===== src/swic_pkg.sv =====
// Constants, field positions and register map of the status word and interrupt control
package swic_pkg;
  // Status word bit numbers, bit 0 is the most significant
  localparam int PSW_W        = 64;
  localparam int BIT_WAIT     = 16;
  localparam int BIT_EXT_A    = 17;
  localparam int BIT_MAL      = 18;
  localparam int BIT_ARITH    = 19;
  localparam int BIT_EXT_B    = 20;
  localparam int RS_LO        = 24;
  localparam int RS_LEVEL_LO  = 26;
  localparam int RS_HI        = 27;
  localparam int CC_LO        = 28;
  localparam int CC_HI        = 31;
  localparam int LOC_LO       = 40;
  localparam int LOC_HI       = 63;
  localparam int LOC_W        = 24;
  localparam int DEV_W        = 10;
  localparam logic [63:0] PSW_WR_MASK = 64'h0000ffff_00ffffff;
  localparam logic [63:0] PSW_RST     = 64'h0000000_000000000;
  // Register byte offsets
  localparam logic [11:0] OFF_PSW_HI    = 12'h000;
  localparam logic [11:0] OFF_PSW_LO    = 12'h004;
  localparam logic [11:0] OFF_CTRL      = 12'h008;
  localparam logic [11:0] OFF_STAT      = 12'h00c;
  localparam logic [11:0] OFF_MASK      = 12'h010;
  localparam logic [11:0] OFF_STATE     = 12'h014;
  localparam logic [11:0] OFF_OLD_HI    = 12'h018;
  localparam logic [11:0] OFF_OLD_LO    = 12'h01c;
  localparam logic [11:0] OFF_NEW_EXT   = 12'h020;
  localparam logic [11:0] OFF_NEW_MAL   = 12'h024;
  localparam logic [11:0] OFF_NEW_ARITH = 12'h028;
  localparam logic [11:0] OFF_LOC_MAL   = 12'h02c;
  localparam logic [11:0] OFF_LOC_ARITH = 12'h030;
  localparam logic [11:0] OFF_TABLE     = 12'h034;
  // Control register bits
  localparam int CTRL_RUN  = 0;
  localparam int CTRL_STOP = 1;
  localparam int CTRL_STEP = 2;
  // Event bits in status and mask registers
  localparam int EV_EXT   = 0;
  localparam int EV_MAL   = 1;
  localparam int EV_ARITH = 2;
  localparam int EV_ADC   = 3;
  localparam int EV_W     = 4;
  localparam logic [31:0] WORD_RST = 32'h0000_0000;
  localparam logic [23:0] LOC_RST  = 24'h00_0000;
  typedef enum logic [0:0] {DISP_IDLE = 1'b0, DISP_FETCH = 1'b1} swic_disp_t;
endpackage


===== src/swic_level_gate.sv =====
// External interrupt level gating from the two level mask bits
`timescale 1ns/100ps
module swic_level_gate (
  input  wire logic       gateA,
  input  wire logic       gateB,
  input  wire logic [1:0] curLevel,
  input  wire logic [1:0] reqLevel,
  output logic            enabled
);
  // Level 0 is the highest priority
  wire higher   = reqLevel < curLevel;
  wire orHigher = reqLevel <= curLevel;
  assign enabled = (!gateA && gateB && higher)
                 || (gateA && !gateB)
                 || (gateA && gateB && orHigher);
endmodule


===== src/swic_mal_queue.sv =====
// One-entry pending queue for machine malfunction events and their cause code
`timescale 1ns/100ps
module swic_mal_queue (
  input  wire logic       ref_clk,
  input  wire logic       nrst,
  input  wire logic       evt,
  input  wire logic [3:0] evtCode,
  input  wire logic       take,
  output logic            pending,
  output logic [3:0]      code
);
  logic       pendQ;
  logic [3:0] codeQ;
  // A new event in the cycle of a take is kept, not lost
  wire        pendD = evt || (pendQ && !take);
  wire [3:0]  codeD = (evt && (!pendQ || take)) ? evtCode : codeQ;
  always_ff @(posedge ref_clk) begin
    if (!nrst) begin
      pendQ <= 1'b0;
      codeQ <= 4'h0;
    end else begin
      pendQ <= pendD;
      codeQ <= codeD;
    end
  end
  assign pending = pendQ;
  assign code    = codeQ;
endmodule


===== src/swic_status_ctrl.sv =====
// Status word, interrupt dispatch and run/stop control with APB register access
`timescale 1ns/100ps
// Operation
// - A 64-bit status word with flags, masks and counter governs everything.
// - Status bit 16 holds execution in wait until an interrupt is taken.
// - Taking an interrupt saves the status word and loads a new one.
// - Bits 17 and 20 gate the four external interrupt levels.
// - Current level comes from bits 26 and 27 of the register-set field, bits 24 to 27.
// - Up to 1024 vectored sources across four priority levels.
// - External interrupt reads a table entry addressed by device number.
// - An even entry becomes the new location counter.
// - An odd entry starts the auto driver channel with it as pointer.
// - Bit 18 masks malfunction; masked events stay pending until enabled.
// - Malfunction cause is reported in condition code bits 28 to 31.
// - Bit 19 enables the arithmetic fault interrupt.
// - Stop and run modes; in stop the console alters state and steps.
module swic_status_ctrl (
  input  wire logic        ref_clk,
  input  wire logic        nrst,
  input  wire logic [11:0] paddr,
  input  wire logic        psel,
  input  wire logic        penable,
  input  wire logic        pwrite,
  input  wire logic [31:0] pwdata,
  output logic [31:0]      prdata,
  output logic             pready,
  output logic             pslverr,
  output logic             irq,
  input  wire logic        extReq,
  input  wire logic [1:0]  extLevel,
  input  wire logic [9:0]  extDevice,
  output logic             extAck,
  input  wire logic        malEvent,
  input  wire logic [3:0]  malCode,
  input  wire logic        arithFault,
  output logic             memReq,
  output logic [23:0]      memAddr,
  input  wire logic        memAck,
  input  wire logic [31:0] memData,
  output logic             adcStart,
  output logic [23:0]      adcCcbPtr,
  input  wire logic        seqLocValid,
  input  wire logic [23:0] seqLoc,
  output logic             execEnable,
  output logic             execStep,
  output logic [63:0]      pswOut
);
  logic [0:63]              pswQ, pswD, oldPswQ;
  logic [31:0]              newExtQ, newMalQ, newArithQ, prdataQ, rdMux;
  logic [23:0]              locMalQ, locArithQ, tableQ, memAddrQ, adcPtrQ;
  logic [swic_pkg::EV_W-1:0] statQ, statD, maskQ, maskD, evts, rdClr;
  logic                     runQ, runD, preadyQ, errQ, irqQ, extAckQ, memReqQ;
  logic                     adcQ, execEnQ, stepQ, malPending, extEnabled;
  logic [3:0]               malQCode;
  swic_pkg::swic_disp_t     stateQ, stateD;

  // APB decode; the answer comes one cycle into the access phase
  wire apbAcc  = psel && penable && !preadyQ;
  wire apbDone = psel && penable && preadyQ;
  wire wrDone  = apbDone && pwrite && !errQ;
  wire hitPswH = paddr == swic_pkg::OFF_PSW_HI;
  wire hitPswL = paddr == swic_pkg::OFF_PSW_LO;
  wire hitCtrl = paddr == swic_pkg::OFF_CTRL;
  wire hitStat = paddr == swic_pkg::OFF_STAT;
  wire hitMask = paddr == swic_pkg::OFF_MASK;
  wire hitNewE = paddr == swic_pkg::OFF_NEW_EXT;
  wire hitNewM = paddr == swic_pkg::OFF_NEW_MAL;
  wire hitNewA = paddr == swic_pkg::OFF_NEW_ARITH;
  wire hitLocM = paddr == swic_pkg::OFF_LOC_MAL;
  wire hitLocA = paddr == swic_pkg::OFF_LOC_ARITH;
  wire hitTbl  = paddr == swic_pkg::OFF_TABLE;
  wire hitRo   = paddr == swic_pkg::OFF_STATE || paddr == swic_pkg::OFF_OLD_HI
              || paddr == swic_pkg::OFF_OLD_LO;
  wire hitAny  = hitPswH || hitPswL || hitCtrl || hitStat || hitMask || hitNewE
              || hitNewM || hitNewA || hitLocM || hitLocA || hitTbl || hitRo;
  // The console may alter the status word only while stopped
  wire pswWrBad = pwrite && (hitPswH || hitPswL) && runQ;
  wire wrRoBad  = pwrite && (hitRo || hitStat);
  wire errNow   = !hitAny || pswWrBad || wrRoBad;

  // Bits 5:4 of the state word are spare and read as zero
  wire [31:0] stateWord = {22'h0, malPending, stateQ, pswQ[swic_pkg::BIT_WAIT],
                           runQ, 2'h0, pswQ[swic_pkg::RS_LO:swic_pkg::RS_HI]};
  assign rdMux = hitPswH ? pswQ[0:31] :
                 hitPswL ? pswQ[32:63] :
                 hitCtrl ? {31'h0, runQ} :
                 hitStat ? {28'h0, statQ} :
                 hitMask ? {28'h0, maskQ} :
                 paddr == swic_pkg::OFF_STATE  ? stateWord :
                 paddr == swic_pkg::OFF_OLD_HI ? oldPswQ[0:31] :
                 paddr == swic_pkg::OFF_OLD_LO ? oldPswQ[32:63] :
                 hitNewE ? newExtQ :
                 hitNewM ? newMalQ :
                 hitNewA ? newArithQ :
                 hitLocM ? {8'h0, locMalQ} :
                 hitLocA ? {8'h0, locArithQ} :
                 hitTbl  ? {8'h0, tableQ} : swic_pkg::WORD_RST;

  // Interrupt selection; malfunction first, then arithmetic, then external
  wire idle       = stateQ == swic_pkg::DISP_IDLE;
  wire canTake    = runQ && idle;
  wire takeMal    = canTake && malPending && pswQ[swic_pkg::BIT_MAL];
  wire takeArith  = canTake && !takeMal && arithFault
                 && pswQ[swic_pkg::BIT_ARITH];
  wire takeExt    = canTake && !takeMal && !takeArith && extReq && extEnabled;
  wire takeAny    = takeMal || takeArith || takeExt;
  wire fetchDone  = stateQ == swic_pkg::DISP_FETCH && memAck;
  wire entryOdd   = memData[0];
  // Word-sized table entries, so the device number is scaled by four
  wire [23:0] tblAddr = tableQ + {12'h0, extDevice, 2'b00};

  swic_level_gate u_gate (
    .gateA    (pswQ[swic_pkg::BIT_EXT_A]),
    .gateB    (pswQ[swic_pkg::BIT_EXT_B]),
    .curLevel (pswQ[swic_pkg::RS_LEVEL_LO:swic_pkg::RS_HI]),
    .reqLevel (extLevel),
    .enabled  (extEnabled)
  );

  swic_mal_queue u_malq (
    .ref_clk (ref_clk),
    .nrst    (nrst),
    .evt     (malEvent),
    .evtCode (malCode),
    .take    (takeMal),
    .pending (malPending),
    .code    (malQCode)
  );

  // Next status word; reserved bits are forced to zero on every load
  always_comb begin
    pswD = pswQ;
    if (wrDone && hitPswH) begin
      pswD[0:31] = pwdata;
    end else if (wrDone && hitPswL) begin
      pswD[32:63] = pwdata;
    end else if (takeMal) begin
      pswD[0:31] = newMalQ;
      pswD[swic_pkg::CC_LO:swic_pkg::CC_HI] = malQCode;
      pswD[swic_pkg::LOC_LO:swic_pkg::LOC_HI] = locMalQ;
    end else if (takeArith) begin
      pswD[0:31] = newArithQ;
      pswD[swic_pkg::LOC_LO:swic_pkg::LOC_HI] = locArithQ;
    end else if (takeExt) begin
      pswD[0:31] = newExtQ;
      pswD[swic_pkg::RS_LEVEL_LO:swic_pkg::RS_HI] = extLevel;
    end else if (fetchDone && !entryOdd) begin
      pswD[swic_pkg::LOC_LO:swic_pkg::LOC_HI] = memData[23:0];
    end else if (seqLocValid && execEnQ) begin
      pswD[swic_pkg::LOC_LO:swic_pkg::LOC_HI] = seqLoc;
    end
    pswD = pswD & swic_pkg::PSW_WR_MASK;
  end

  always_comb begin
    unique case (stateQ)
      swic_pkg::DISP_IDLE:  stateD = takeExt ? swic_pkg::DISP_FETCH : swic_pkg::DISP_IDLE;
      swic_pkg::DISP_FETCH: stateD = memAck ? swic_pkg::DISP_IDLE : swic_pkg::DISP_FETCH;
    endcase
  end

  // Run/stop from the console control register
  assign runD = (wrDone && hitCtrl) ? (pwdata[swic_pkg::CTRL_RUN] ? 1'b1 :
                pwdata[swic_pkg::CTRL_STOP] ? 1'b0 : runQ) : runQ;
  wire stepNow = wrDone && hitCtrl && !runQ && pwdata[swic_pkg::CTRL_STEP]
              && !pswQ[swic_pkg::BIT_WAIT];

  // Sticky events; only bits returned by the read are cleared, so a set wins
  assign evts  = {fetchDone && entryOdd, takeArith, takeMal, takeExt};
  assign rdClr = (apbDone && !pwrite && hitStat) ? prdataQ[3:0] : 4'h0;
  assign statD = (statQ & ~rdClr) | evts;
  assign maskD = (wrDone && hitMask) ? pwdata[3:0] : maskQ;

  always_ff @(posedge ref_clk) begin
    if (!nrst) begin
      pswQ      <= swic_pkg::PSW_RST;
      oldPswQ   <= swic_pkg::PSW_RST;
      stateQ    <= swic_pkg::DISP_IDLE;
      runQ      <= 1'b0;
      statQ     <= 4'h0;
      maskQ     <= 4'h0;
      irqQ      <= 1'b0;
      execEnQ   <= 1'b0;
      stepQ     <= 1'b0;
    end else begin
      pswQ      <= pswD;
      if (takeAny) oldPswQ <= pswQ;
      stateQ    <= stateD;
      runQ      <= runD;
      statQ     <= statD;
      maskQ     <= maskD;
      irqQ      <= |(statD & maskD);
      // Wait and dispatch both hold the sequencer off
      execEnQ   <= runD && !pswD[swic_pkg::BIT_WAIT]
                && stateD == swic_pkg::DISP_IDLE;
      stepQ     <= stepNow;
    end
  end

  // Configuration registers and the table fetch handshake
  always_ff @(posedge ref_clk) begin
    if (!nrst) begin
      newExtQ   <= swic_pkg::WORD_RST;
      newMalQ   <= swic_pkg::WORD_RST;
      newArithQ <= swic_pkg::WORD_RST;
      locMalQ   <= swic_pkg::LOC_RST;
      locArithQ <= swic_pkg::LOC_RST;
      tableQ    <= swic_pkg::LOC_RST;
      memReqQ   <= 1'b0;
      memAddrQ  <= swic_pkg::LOC_RST;
      extAckQ   <= 1'b0;
      adcQ      <= 1'b0;
      adcPtrQ   <= swic_pkg::LOC_RST;
    end else begin
      if (wrDone && hitNewE) newExtQ <= pwdata;
      if (wrDone && hitNewM) newMalQ <= pwdata;
      if (wrDone && hitNewA) newArithQ <= pwdata;
      if (wrDone && hitLocM) locMalQ <= pwdata[23:0];
      if (wrDone && hitLocA) locArithQ <= pwdata[23:0];
      if (wrDone && hitTbl) tableQ <= pwdata[23:0];
      extAckQ <= takeExt;
      if (takeExt) memAddrQ <= tblAddr;
      memReqQ <= takeExt || (memReqQ && !memAck);
      adcQ    <= fetchDone && entryOdd;
      if (fetchDone && entryOdd) adcPtrQ <= memData[23:0];
    end
  end

  // APB answer registers; the error flag stands only in the pready cycle
  always_ff @(posedge ref_clk) begin
    if (!nrst) begin
      preadyQ <= 1'b0;
      errQ    <= 1'b0;
      prdataQ <= swic_pkg::WORD_RST;
    end else begin
      preadyQ <= apbAcc;
      errQ    <= apbAcc && errNow;
      if (apbAcc) prdataQ <= pwrite ? swic_pkg::WORD_RST : rdMux;
    end
  end

  assign prdata     = prdataQ;
  assign pready     = preadyQ;
  assign pslverr    = errQ;
  assign irq        = irqQ;
  assign extAck     = extAckQ;
  assign memReq     = memReqQ;
  assign memAddr    = memAddrQ;
  assign adcStart   = adcQ;
  assign adcCcbPtr  = adcPtrQ;
  assign execEnable = execEnQ;
  assign execStep   = stepQ;
  assign pswOut     = pswQ;

  a_wait_blocks_exec: assert property (@(posedge ref_clk) disable iff (!nrst)
    pswQ[swic_pkg::BIT_WAIT] |-> !execEnable)
    else $error("executing in wait state");
  a_take_saves_psw: assert property (@(posedge ref_clk) disable iff (!nrst)
    takeAny |=> oldPswQ == $past(pswQ))
    else $error("old status word not saved");
  a_gate_all_off: assert property (@(posedge ref_clk) disable iff (!nrst)
    (!pswQ[swic_pkg::BIT_EXT_A] && !pswQ[swic_pkg::BIT_EXT_B]) |-> !takeExt)
    else $error("external interrupt taken while all levels disabled");
  a_gate_current: assert property (@(posedge ref_clk) disable iff (!nrst)
    (canTake && extReq && pswQ[swic_pkg::BIT_EXT_A] && pswQ[swic_pkg::BIT_EXT_B]
     && extLevel == pswQ[swic_pkg::RS_LEVEL_LO:swic_pkg::RS_HI] && !malPending
     && !arithFault) |-> takeExt)
    else $error("current level not enabled");
  a_level_to_set: assert property (@(posedge ref_clk) disable iff (!nrst)
    takeExt |=> pswQ[swic_pkg::RS_LEVEL_LO:swic_pkg::RS_HI] == $past(extLevel))
    else $error("register set does not follow level");
  a_table_fetch: assert property (@(posedge ref_clk) disable iff (!nrst)
    takeExt |=> memReq && memAddr == $past(tblAddr))
    else $error("wrong table fetch");
  a_even_entry: assert property (@(posedge ref_clk) disable iff (!nrst)
    (fetchDone && !entryOdd) |=> pswQ[swic_pkg::LOC_LO:swic_pkg::LOC_HI]
      == $past(memData[23:0]) && !adcStart)
    else $error("even entry not loaded as counter");
  a_odd_entry: assert property (@(posedge ref_clk) disable iff (!nrst)
    (fetchDone && entryOdd) |=> adcStart && adcCcbPtr == $past(memData[23:0]))
    else $error("odd entry did not start channel");
  a_mal_held: assert property (@(posedge ref_clk) disable iff (!nrst)
    (malPending && !pswQ[swic_pkg::BIT_MAL]) |=> malPending)
    else $error("masked malfunction lost");
  a_mal_code: assert property (@(posedge ref_clk) disable iff (!nrst)
    takeMal |=> pswQ[swic_pkg::CC_LO:swic_pkg::CC_HI] == $past(malQCode))
    else $error("malfunction cause not reported");
  a_arith_mask: assert property (@(posedge ref_clk) disable iff (!nrst)
    (arithFault && !pswQ[swic_pkg::BIT_ARITH]) |-> !takeArith)
    else $error("arithmetic fault taken while disabled");
  a_stop_single: assert property (@(posedge ref_clk) disable iff (!nrst)
    execStep |-> !runQ ##1 !execStep)
    else $error("step while running or longer than one cycle");
  a_stop_no_exec: assert property (@(posedge ref_clk) disable iff (!nrst)
    !runQ |-> !execEnable)
    else $error("executing while stopped");
  a_arith_loads: assert property (@(posedge ref_clk) disable iff (!nrst)
    takeArith |=> pswQ[swic_pkg::LOC_LO:swic_pkg::LOC_HI] == $past(locArithQ))
    else $error("arithmetic fault service address not loaded");
endmodule


===== config.mk =====
export PLATFORM = sky130hd
export DESIGN_NAME = swic_status_ctrl
export DESIGN_NICKNAME = d
export VERILOG_FILES = /design/src/swic_pkg.sv /design/src/swic_level_gate.sv /design/src/swic_mal_queue.sv /design/src/swic_status_ctrl.sv
export SDC_FILE = /design/constraint.sdc
export NUM_CORES = 1
export LEC_CHECK = 0
export ABC_AREA = 1
export BUFFER_PORTS_ARGS = -buffer_cell sky130_fd_sc_hd__buf_2
export CAP_MARGIN = 20
export CORE_AREA = 3 3 122 241
export DETAILED_ROUTE_END_ITERATION = 7
export DIE_AREA = 0 0 125 244
export PLACE_DENSITY = 0.87
export SLEW_MARGIN = 25
export SYNTH_ARGS = -nofsm -noshare
export SYNTH_HDL_FRONTEND = slang
export SYNTH_SLANG_ARGS = --single-unit

===== constraint.sdc =====
create_clock -name ref_clk -period 6.7 [get_ports ref_clk]
set_clock_uncertainty 0.05 [all_clocks]
set_input_delay 1.34 -clock ref_clk [delete_from_list [all_inputs] [get_ports ref_clk]]
set_output_delay 1.34 -clock ref_clk [all_outputs]
set_load 0.02 [all_outputs]

==> flow_metrics.py <==
metrics = {
    "setup_path": {
        "setup.worst_path.class": "input pin to flip-flop",
        "reg2reg_slack_ps": 2910,
        "crit-reg2reg-capture": "pswOut[14]$_SDFFE_PN0P_",
        "crit_arrival_ps": 4740,
        "worst_path_max_fanout": 52,
        "worst_path_most_repeated_cell": "sky130_fd_sc_hd__nand2_1",
        "startpoint_type": "input pin",
        "timing.critical_path.cells": "buf_2 > nor2_1 > nand2_1 > nor2_4 > nand2_1 > nor2_4 > nand2_1 > buf_4 > nand2_1 > a21oi_1 > nor2_2 > buf_4 > o21ai_0 > a21oi_1",
        "critPathRequiredTime_ps": 7150,
        "reg2reg_from": "runQ$_SDFF_PN0_",
        "reg2regPathDepth": 12,
        "nature_of_the_critical_path_endpoint": "flip-flop",
        "critical_path_startpoint": "paddr[9]",
        "crit_path_top_delay_cell": "sky130_fd_sc_hd__nor2_4",
        "critical-path-max-stage-delay_ps": 630,
    },
    "timing": {
        "minimum_clock_period_after_layout_ps": 4290,
        "final_min_period_over_clock_period": 0.640,
        "finalMaxSlewViolations": 0,
        "relSlewSlack": 0.323,
        "final-hold-violation-count": 0,
        "timing_worst_slew_pin_value_ps": 1010,
        "tns_ps": 0,
        "grt_setup_unrepaired": "false",
        "finalSetupViolCount": 0,
        "max_freq_mhz": 233,
    },
    "final_layout": {
        "layout.cells.most_common": "sky130_fd_sc_hd__o21ai_0",
        "layout-drive-gt1-share": 0.138,
        "final.fill_count": 2388,
        "design.final.nets": 2699,
        "layout-area-overhead-vs-synth_pct": 13.2,
        "layout_common_cells": "376 x sky130_fd_sc_hd__o21ai_0, 351 x sky130_fd_sc_hd__dfxtp_1, 317 x sky130_fd_sc_hd__nand2_1",
    },
    "die": {
        "die_x_um": 125,
        "floorplan.rows": 86,
        "core_region_area_mm2": 0.0278,
        "start_util": 0.606,
        "die_h_um": 244,
        "boundaryPins": 278,
        "overall_die_area_mm2": 0.0305,
    },
    "routing": {
        "route.antenna.remaining_nets": 0,
        "drt_first_pass_iters": 7,
        "wl_per_cell_um": 19.1,
        "vias": 17500,
        "remaining_drc_errors": 0,
        "routed_wl_um": 56200,
        "drt_iter0_markers": 1914,
        "route.detailed.vias_per_inst": 5.98,
    },
    "outcome": {
        "result_of_the_run": "finished clean",
    },
    "global_route": {
        "global_route.usage.total": 0.355,
        "grt_pass1_wl_um": 88400,
        "grt_max_degree": 108,
        "grt_antenna_before_repair": 2,
        "grt.overflow.total": 0,
        "first_global_vias": 16900,
    },
    "clock_network": {
        "numCtsBuffers": 30,
        "clkSlewWorstSetupHoldPaths_ps": 70,
        "htree_num_levels": 1,
        "count_of_hold_fix_buffers_inserted_at_cts": 0,
        "clock_path_buffers": 3,
        "worst_skew_late_latency_ps": 580,
        "cts_num_sinks": 351,
        "post-cts-setup-buffers": 0,
        "cts_resized": 0,
        "tritoncts": "built",
        "clock-root-buffer": "sky130_fd_sc_hd__clkbuf_16",
    },
    "synth": {
        "synth_async_sr_flop_share": 0,
        "netlist-cell-type-count": 42,
        "ys_ff_latch": 351,
        "synth_flop_cell": "sky130_fd_sc_hd__dfxtp_1",
        "yosys_warnings": 0,
        "average_size_of_a_mapped_cell_um2": 6.98,
        "ys_seq_area_frac": 0.417,
        "synth-edff-count": 0,
        "netlist_area_mm2": 0.0168,
        "synthesis.instances": 2413,
    },
    "power_and_ir_drop": {
        "leakagePower_nw": 8.31,
        "ir_drop_v": 0.000219,
        "ratio_of_total_power_to_cell_area_mw_per_mm2": 219,
        "power_w": 0.00417,
    },
    "placed_design": {
        "place.port_buffers": 245,
        "finalWeightedCongestion": 0.972,
        "dp.final_hpwl_um": 39000,
    },
    "run": {
        "max_cap_viol_count": 0,
    },
    "min_path": {
        "hold-path-endpoint": "newArithQ[22]$_SDFFE_PN0P_",
        "hold_path_depth": 2,
        "min_from": "newArithQ[22]$_SDFFE_PN0P_",
        "hold_path.class": "flip-flop to flip-flop",
    },
}
[critical path, delay by kind of cell]
family / cells / cell delay (ps)
and+or+nand+nor: 8 / 2130
buffers and inverters: 3 / 840
AOI/OAI and AO/OA: 3 / 400
[kinds of logic (layout without fill, tap and decap cells)]
| kind of cell | count (synthesis) | count (layout) | synth area share |
|---|---|---|---|
| XOR/XNOR | 11 | 11 | 0.00572 |
| flip-flops | 351 | 351 | 0.417 |
| AO/OA/AOI/OAI | 849 | 849 | 0.279 |
| other | 1 | 26 | 0.000223 |
| multiplexers | 1 | 1 | 0.000595 |
| adder cells (fa/ha/maj) | 13 | 13 | 0.0101 |
| AND/OR/NAND/NOR | 712 | 712 | 0.173 |
| buffers and inverters | 475 | 621 | 0.115 |
[synth_stat cells (2+ instances only)]
cell                       instances  share of area
sky130_fd_sc_hd__or2_2             7         0.0026
sky130_fd_sc_hd__a21o_1            3         0.0013
sky130_fd_sc_hd__o211ai_1         77          0.034
sky130_fd_sc_hd__nor4_1            3         0.0011
sky130_fd_sc_hd__o21ai_1          12         0.0036
sky130_fd_sc_hd__a21oi_1         300          0.089
sky130_fd_sc_hd__clkbuf_1        111          0.025
sky130_fd_sc_hd__xnor2_1           4         0.0021
sky130_fd_sc_hd__nor2_4            6         0.0040
sky130_fd_sc_hd__nor2_2            4         0.0015
sky130_fd_sc_hd__o22ai_1           4         0.0015
sky130_fd_sc_hd__nor2_1          284          0.063
sky130_fd_sc_hd__buf_1             9         0.0020
sky130_fd_sc_hd__xor2_1            7         0.0036
sky130_fd_sc_hd__ha_1             12         0.0089
sky130_fd_sc_hd__nand2_1         318          0.071
sky130_fd_sc_hd__dfxtp_1         351           0.42
sky130_fd_sc_hd__inv_2             9         0.0020
sky130_fd_sc_hd__buf_4            29          0.013
sky130_fd_sc_hd__o221ai_1         38          0.020
sky130_fd_sc_hd__o21bai_1          2        0.00089
sky130_fd_sc_hd__inv_1           285          0.064
sky130_fd_sc_hd__nor3_1            9         0.0027
sky130_fd_sc_hd__o21a_1            2        0.00089
sky130_fd_sc_hd__and3_1            2        0.00074
sky130_fd_sc_hd__a31oi_1           2        0.00074
sky130_fd_sc_hd__nand3_1          61          0.018
sky130_fd_sc_hd__a211oi_1         29          0.013
sky130_fd_sc_hd__nand2_2           5         0.0019
sky130_fd_sc_hd__buf_2            29         0.0086
sky130_fd_sc_hd__o21ai_0         376           0.11
sky130_fd_sc_hd__nand4_1          11         0.0041
sky130_fd_sc_hd__clkinv_1          3        0.00067
[final cells by class]
| cell class | count | area (um^2) | share of cell area |
|---|---|---|---|
| Multi-Input combinational cell | 1610 | 8000 | 0.419 |
| Sequential cell | 351 | 7030 | 0.369 |
| Timing Repair Buffer | 270 | 1420 | 0.0745 |
| Inverter | 297 | 1110 | 0.0585 |
| Clock buffer | 47 | 916 | 0.0481 |
| Tap cell | 352 | 440 | 0.0231 |
| Clock inverter | 7 | 141 | 0.00742 |
| Antenna cell | 2 | 5.00 | 0.000263 |
[where the power goes]
group / leakage [nW] / switching, W / internal [W]
registers: 2.83 / 0.00000179 / 0.00209
clock network: 0.514 / 0.000800 / 0.00109
logic: 4.97 / 0.000134 / 0.0000575
total: 8.31 / 0.000936 / 0.00323
[layer usage]
| metal | track usage | vias up | share of wire |
|---|---|---|---|
| met3 | 0.0485 | 245 | 0.091 |
| li1 | - | 8271 | - |
| met1 | 0.421 | 7990 | 0.36 |
| met2 | 0.608 | 1041 | 0.48 |
| met5 | 0 | - | 0 |
| met4 | 0.211 | 0 | 0.064 |
[sequential cells by signal (all words and copies together) (netlist names), 4 cells and up]
| register | cells |
|---|---|
| statQ | 4 |
| maskQ | 4 |
| adcCcbPtr | 24 |
| prdata | 32 |
| u_malq.code | 4 |
| locMalQ | 24 |
| memAddr | 24 |
| newExtQ | 32 |
| pswOut | 40 |
| locArithQ | 24 |
| tableQ | 24 |
| newArithQ | 32 |
| oldPswQ | 40 |
| newMalQ | 32 |
[metrics by stage]
stage	utilization	setup slack, ps	instances	hold slack, ps	area [um^2]
floorplan	-	3280	2436	374	16900
global placement	0.648	2090	2880	382	18000
finish	0.687	2410	2936	396	19100
detailed placement	0.648	1930	2880	388	18000
CTS	0.686	2520	2934	398	19000
global route	0.687	2040	2936	415	19100
[worst max path at each step]
| stage | endpoint | slack, ps | cells after the start |
|---|---|---|---|
| after floorplan | memAddr[20]$_SDFFE_PN0N_ | 3280 | 15 |
| after global placement | pswOut[13]$_SDFFE_PN0P_ | 2090 | 14 |
| after detailed placement | pswOut[14]$_SDFFE_PN0P_ | 1930 | 14 |
| after CTS | pswOut[14]$_SDFFE_PN0P_ | 2520 | 14 |
| after global routing | pswOut[14]$_SDFFE_PN0P_ | 2040 | 14 |
| final | pswOut[14]$_SDFFE_PN0P_ | 2410 | 14 |
Note: power is estimated with default switching activity, not from simulation.
